[config.mk]
export PLATFORM = sky130hd
export DESIGN_NAME = per_event_router
export DESIGN_NICKNAME = d
export VERILOG_FILES = /design/src/inc/per_pkg.sv /design/src/design/per_event_router.sv /design/src/design/per_sync.sv
export VERILOG_INCLUDE_DIRS = /design/src /design/src/inc
export SDC_FILE = /design/constraint.sdc
export NUM_CORES = 1
export LEC_CHECK = 0
export BUFFER_PORTS_ARGS = -buffer_cell sky130_fd_sc_hd__buf_4
export CAP_MARGIN = 15
export CORE_ASPECT_RATIO = 1.25
export CORE_MARGIN = 8
export CORE_UTILIZATION = 25
export CTS_CLUSTER_DIAMETER = 100
export DETAILED_ROUTE_END_ITERATION = 16
export PLACE_DENSITY = 0.55
export SLEW_MARGIN = 20
export SYNTH_ARGS = -nofsm -noshare
export SYNTH_HDL_FRONTEND = slang
export SYNTH_SLANG_ARGS = --single-unit
[constraint.sdc]
create_clock -name I_CLOCK -period 10.09 [get_ports I_CLOCK]
set_input_delay 1.009 -clock I_CLOCK [delete_from_list [all_inputs] [get_ports I_CLOCK]]
set_output_delay 1.009 -clock I_CLOCK [all_outputs]
set_load 0.02 [all_outputs]
[src/inc/per_cfg.svh]
// Constants for the peripheral event router
`ifndef PER_CFG_SVH
`define PER_CFG_SVH
`define PER_NUM_CHANNELS 8
`define PER_NUM_GENERATORS 32
`define PER_NUM_USERS 16
`define PER_NUM_PORTS 6
`define PER_SRC_SEL_W 8
`define PER_CH_SEL_W 4
`define PER_SRC_NONE 8'h00
`define PER_USER_NONE 4'h0
`define PER_SYNC_STAGES 2
`endif

[src/inc/per_pkg.sv]
// Types for the peripheral event router
package per_pkg;
    typedef logic [7:0] per_src_sel_t;
    typedef logic [3:0] per_ch_sel_t;
endpackage
[src/design/per_event_router.sv]
// Peripheral event router top
`timescale 1ns/1ns
`include "per_cfg.svh"
module per_event_router #(
    parameter int NUM_CHANNELS = `PER_NUM_CHANNELS,
    parameter int NUM_GENERATORS = `PER_NUM_GENERATORS,
    parameter int NUM_USERS = `PER_NUM_USERS,
    parameter int NUM_PORTS = `PER_NUM_PORTS
) (
    // Clock and reset
    input wire logic I_CLOCK,
    input wire logic I_RST_N,
    // Generators
    input wire logic [NUM_GENERATORS-1:0] I_GEN_EVENT,
    input wire logic [NUM_GENERATORS-1:0] I_GEN_IS_ASYNC,
    // Configuration
    input wire per_pkg::per_src_sel_t I_CHANNEL_SOURCE_SELECT [NUM_CHANNELS],
    input wire per_pkg::per_ch_sel_t I_USER_CHANNEL_SELECT [NUM_USERS],
    input wire per_pkg::per_ch_sel_t I_PIN_CHANNEL_SELECT [NUM_PORTS],
    input wire logic [NUM_CHANNELS-1:0] I_SW_EVENT,
    // Channels
    output logic [NUM_CHANNELS-1:0] O_CHAN_ASYNC,
    output logic [NUM_CHANNELS-1:0] O_CHAN_SYNC,
    // Users and pins
    output logic [NUM_USERS-1:0] O_USER_ASYNC,
    output logic [NUM_USERS-1:0] O_USER_SYNC,
    output logic [NUM_PORTS-1:0] O_EVENT_PIN_OUTPUT
);
    import per_pkg::*;

    typedef struct packed {
        logic [NUM_CHANNELS-1:0] sw_pulse;
        logic [NUM_CHANNELS-1:0] sync_direct;
        logic [NUM_CHANNELS-1:0] is_async;
        logic [NUM_USERS-1:0] user_sync;
        logic [NUM_PORTS-1:0] pin;
    } per_state_t;

    per_state_t state;
    per_state_t next_state;
    logic [NUM_CHANNELS-1:0] chan_raw;
    logic [NUM_CHANNELS-1:0] chan_hw;
    logic [NUM_CHANNELS-1:0] chan_async_src;
    logic [NUM_CHANNELS-1:0] chan_synced;
    logic [NUM_CHANNELS-1:0] chan_sync;

    // Per-channel source mux and synchroniser
    genvar gc;
    generate
        for (gc = 0; gc < NUM_CHANNELS; gc++) begin : g_chan
            logic connected;
            logic [$clog2(NUM_GENERATORS)-1:0] idx;
            assign connected = (I_CHANNEL_SOURCE_SELECT[gc] != `PER_SRC_NONE) &&
                               (int'(I_CHANNEL_SOURCE_SELECT[gc]) <= NUM_GENERATORS);
            assign idx = $bits(idx)'(int'(I_CHANNEL_SOURCE_SELECT[gc]) - 1);
            assign chan_hw[gc] = connected & I_GEN_EVENT[idx];
            assign chan_async_src[gc] = connected & I_GEN_IS_ASYNC[idx];
            assign chan_raw[gc] = chan_hw[gc] | state.sw_pulse[gc];
            per_sync u_sync (
                .I_CLOCK(I_CLOCK),
                .I_RST_N(I_RST_N),
                .i_async(chan_hw[gc] & chan_async_src[gc]),
                .o_sync(chan_synced[gc])
            );
            // Async sources go through synchroniser, sync ones bypass it through one register
            assign chan_sync[gc] = state.is_async[gc] ? (chan_synced[gc] | state.sync_direct[gc])
                                                     : state.sync_direct[gc];
        end
    endgenerate

    always_comb begin
        next_state = state;
        next_state.sw_pulse = I_SW_EVENT;
        next_state.is_async = chan_async_src;
        // Sync sources registered once, software events registered a second time
        next_state.sync_direct = (chan_hw & ~chan_async_src) | state.sw_pulse;
        for (int u = 0; u < NUM_USERS; u++) begin
            next_state.user_sync[u] = (I_USER_CHANNEL_SELECT[u] != `PER_USER_NONE) &&
                (int'(I_USER_CHANNEL_SELECT[u]) <= NUM_CHANNELS) &&
                chan_sync[int'(I_USER_CHANNEL_SELECT[u]) - 1];
        end
        for (int p = 0; p < NUM_PORTS; p++) begin
            next_state.pin[p] = (I_PIN_CHANNEL_SELECT[p] != `PER_USER_NONE) &&
                (int'(I_PIN_CHANNEL_SELECT[p]) <= NUM_CHANNELS) &&
                chan_sync[int'(I_PIN_CHANNEL_SELECT[p]) - 1];
        end
        if (!I_RST_N) begin
            next_state = '0;
        end
    end

    // Runs on the peripheral clock regardless of CPU sleep
    always_ff @(posedge I_CLOCK) begin
        state <= next_state;
    end

    // Async subchannel and users combinational, no clock needed except for software events, which come from a register
    always_comb begin
        O_USER_ASYNC = '0;
        for (int u = 0; u < NUM_USERS; u++) begin
            if ((I_USER_CHANNEL_SELECT[u] != `PER_USER_NONE) &&
                (int'(I_USER_CHANNEL_SELECT[u]) <= NUM_CHANNELS)) begin
                O_USER_ASYNC[u] = chan_raw[int'(I_USER_CHANNEL_SELECT[u]) - 1];
            end
        end
    end

    assign O_CHAN_ASYNC = chan_raw;
    assign O_CHAN_SYNC = chan_sync;
    assign O_USER_SYNC = state.user_sync;
    assign O_EVENT_PIN_OUTPUT = state.pin;
endmodule // per_event_router

[src/design/per_sync.sv]
// Two-flop event synchroniser
`timescale 1ns/1ns
module per_sync (
    // Clock and reset
    input wire logic I_CLOCK,
    input wire logic I_RST_N,
    // Data
    input wire logic i_async,
    output logic o_sync
);
    typedef struct packed {
        logic meta;
        logic sync;
    } per_sync_state_t;
    per_sync_state_t state;
    per_sync_state_t next_state;
    always_comb begin
        next_state = state;
        next_state.meta = i_async;
        next_state.sync = state.meta;
        if (!I_RST_N) begin
            next_state = '0;
        end
    end
    always_ff @(posedge I_CLOCK) begin
        state <= next_state;
    end
    assign o_sync = state.sync;
endmodule // per_sync

==> results.yml <==
power:
  p_leak_nw: 5.63
  power_mw: 1.31
  ir_drop_v: 0.0000596
  power.density_nw_per_um2: 89.7
cts:
  ctsResizeCount: 0
  holdBufCountCts: 0
  cts_buffers: 9
  tritoncts: "yes"
  path_clk_slew_ns: 0.07
  post_cts_buffers: 0
  clkLatencyLatePin_ns: 0.36
  clock-root-buffer: "clkbuf_16"
  clock_path_buffers: 2
  cts_sinks: 62
  htree_levels: 3
place:
  io_buffers: 279
  gp_congestion: 0.922
  pre_cts_ws_ns: 4.29
  placed_area_um2: 14300
  dp_hpwl_mm: 37.0
floorplanning:
  initial_core_util_pct: 25.2
  die-area_um2: 54500
  core_um2: 46900
  io_pins: 280
  fp.dieH_um: 259
  dieWidth_um: 210
  rows: 89
finish:
  layout.nets: 1672
  seqCellArea_um2: 1240
  fin_area_um2: 14600
  area_growth_syn_to_layout_pct: 23.4
  drive_above_1_share_pct: 39.2
  multi_input_area_um2: 9700
  n_fill_cell: 4850
sta:
  slew_headroom_pct: 27.3
  slew_violations: 0
  period_share_pct: 57.2
  hold_slack_ns: 0.426
  fin_tns_setup_ns: 0
  fin_ws_ns: 4.32
  rsz0062_at_grt: "no"
  min_period_ns: 5.77
  report.final.hold_viol_count: 0
  finalSetupViolations: 0
  skew_ns: 0.0197
  worst_slew_pin_slew_ns: 1.09
  max_freq_ghz: 0.173
setup_path:
  critPathMaxStageDelay_ns: 0.84
  critPathCaptureType: "output pin"
  cp.required_ns: 9.08
  crit_fanout: 22
  cp_common_cell: "buf_4"
  cpLargestDelayFamily: "compound AO/OA/AOI/OAI gates"
  criticalPathCategory: "primary input to output pin"
  worst_ep_arrival_time_ns: 4.76
  critPathSlowestCell: "nor3_4"
  crit_buf_inv: 3
  cp-start-kind: "primary input"
  crit_chain: "buf_4, inv_1, ha_1, mux4_2, mux2i_1, a211oi_2, nor3_4, a2111oi_0, a311o_1, a22o_1, buf_4"
routing:
  postRouteAntennaNets: 0
  drt_pass1_iterations: 7
  viasPerCell: 5.72
  routed_wl_mm: 50.0
  drt-initial-drc-count: 1017
  vias: 11700
  wl_per_cell_um: 24.5
  drc: 0
synthesis:
  synth_top_cell_area_share_pct: 32.0
  synth_area_um2: 11800
  synth_edf_count: 0
  synthTopCellsByCount: "mux4_2 (168), inv_1 (95), dfxtp_1 (62), nor2_1 (62), xnor2_1 (56)"
  ys.flop_type: "dfxtp_1"
  netlist_instances: 1193
  synth_nets: 1471
  synth.largest_area_cell: "mux4_2"
  syn_avg_cell_area_um2: 9.90
  ys_seq_area_share_pct: 10.5
  synthDistinctLibCells: 76
  ys_async_sr_fraction_pct: 0
  synth-seq-cells: 62
  netlist_top_cells_area: "mux4_2 (32%), dfxtp_1 (11%), ha_1 (5.5%), xnor2_1 (4.2%), mux2_2 (3.6%)"
  ys_warn_count: 0
  yosysMostFrequentCell: "mux4_2"
min_path:
  hold_class: "flop to flop"
global_routing:
  grt_pass1_vias: 11800
  antenna_found_initial: 3
  grt_first_pass_wirelength_mm: 73.7
  grt_overflow: 0
  track_usage_pct: 17.7
  grt_max_degree: 38
job:
  max_cap_violations: 0
outcome:
  outcome: "finished clean"
==> sequential cells by signal (all words and copies together), names as in the netlist <==
name and flops:
g_chan.u_sync.o_sync 8, O_USER_SYNC 16, state 24, O_EVENT_PIN_OUTPUT 6
g_chan.u_sync.state 8
==> final timing paths <==
kind | start | cells after the start | to | slack [ns]
max | I_CHANNEL_SOURCE_SELECT[0] | 11 | O_USER_ASYNC[13] | 4.32
min | g_chan[5].u_sync.state[1] | 1 | g_chan[5].u_sync.o_sync | 0.43
max reg2reg | state[25] | 5 | O_USER_SYNC[15] | 8.27
min reg2reg | g_chan[5].u_sync.state[1] | 1 | g_chan[5].u_sync.o_sync | 0.43
==> power breakdown <==
part | switching, mW | leakage [nW] | internal, mW
sequential | 0.00431 | 0.505 | 0.254
clock | 0.133 | 0.140 | 0.192
combinational | 0.377 | 4.98 | 0.345
==> layer usage <==
| metal | vias up | global-route usage (%) | share of wire, % |
|---|---|---|---|
| met1 | 5698 | 20.4 | 37 |
| met4 | 2 | 6.54 | 3.4 |
| met5 | - | 0 | 0.026 |
| met3 | 126 | 5.92 | 11 |
| li1 | 5071 | - | - |
| met2 | 761 | 30.2 | 48 |
==> cells by family after synthesis <==
| group | after synthesis | share of synthesized area [%] |
|---|---|---|
| xor gates and xnor gates | 81 | 6.23 |
| and+or+nand+nor | 316 | 15.3 |
| AOI/OAI and AO/OA | 241 | 15.0 |
| DFF | 62 | 10.5 |
| buffers and inverters | 195 | 7.88 |
| adders and majority gates | 52 | 5.51 |
| muxes | 246 | 39.6 |
==> per-stage QoR <==
| stage | utilization [%] | std cells |
|---|---|---|
| 2_1_floorplan | - | 1193 |
| 3_3_place_gp | 30.4 | 2020 |
| 3_5_place_dp | 30.4 | 2020 |
| 4_1_cts | 31.1 | 2036 |
| 5_1_grt | 31.1 | 2036 |
| 6_report | 31.1 | 2038 |
==> cells in the final DEF (no fill, tap or decap), types with 7 or more instances in the layout <==
cell / instances
or3_1: 8
nand3b_1: 18
a211oi_1: 9
nor2b_1: 23
o21ai_0: 55
mux2i_1: 35
nor3_1: 34
nand4_1: 14
ha_1: 52
a21oi_1: 11
o41a_1: 7
nand2_1: 37
a22o_1: 7
nor3b_1: 26
o211ai_1: 17
nand2b_1: 15
mux2_2: 38
o21a_1: 9
nor2_1: 61
and3_1: 16
nand3_1: 14
and2_1: 21
a222oi_1: 10
clkbuf_16: 9
o221ai_1: 20
a21oi_2: 9
xnor2_1: 56
inv_1: 95
mux4_2: 168
o21ai_1: 15
o22ai_1: 28
xor2_1: 23
buf_4: 290
dfxtp_1: 62
==> area by class of cell <==
cell class | instances | area share [%]
Multi-Input combinational cell | 936 | 66.6
Timing Repair Buffer | 290 | 14.9
Sequential cell | 62 | 8.52
Tap cell | 637 | 5.47
Inverter | 95 | 2.45
Clock buffer | 11 | 1.60
Clock inverter | 5 | 0.412
Antenna cell | 2 | 0.0344
No activity file was read; power rests on OpenSTA's default activity.
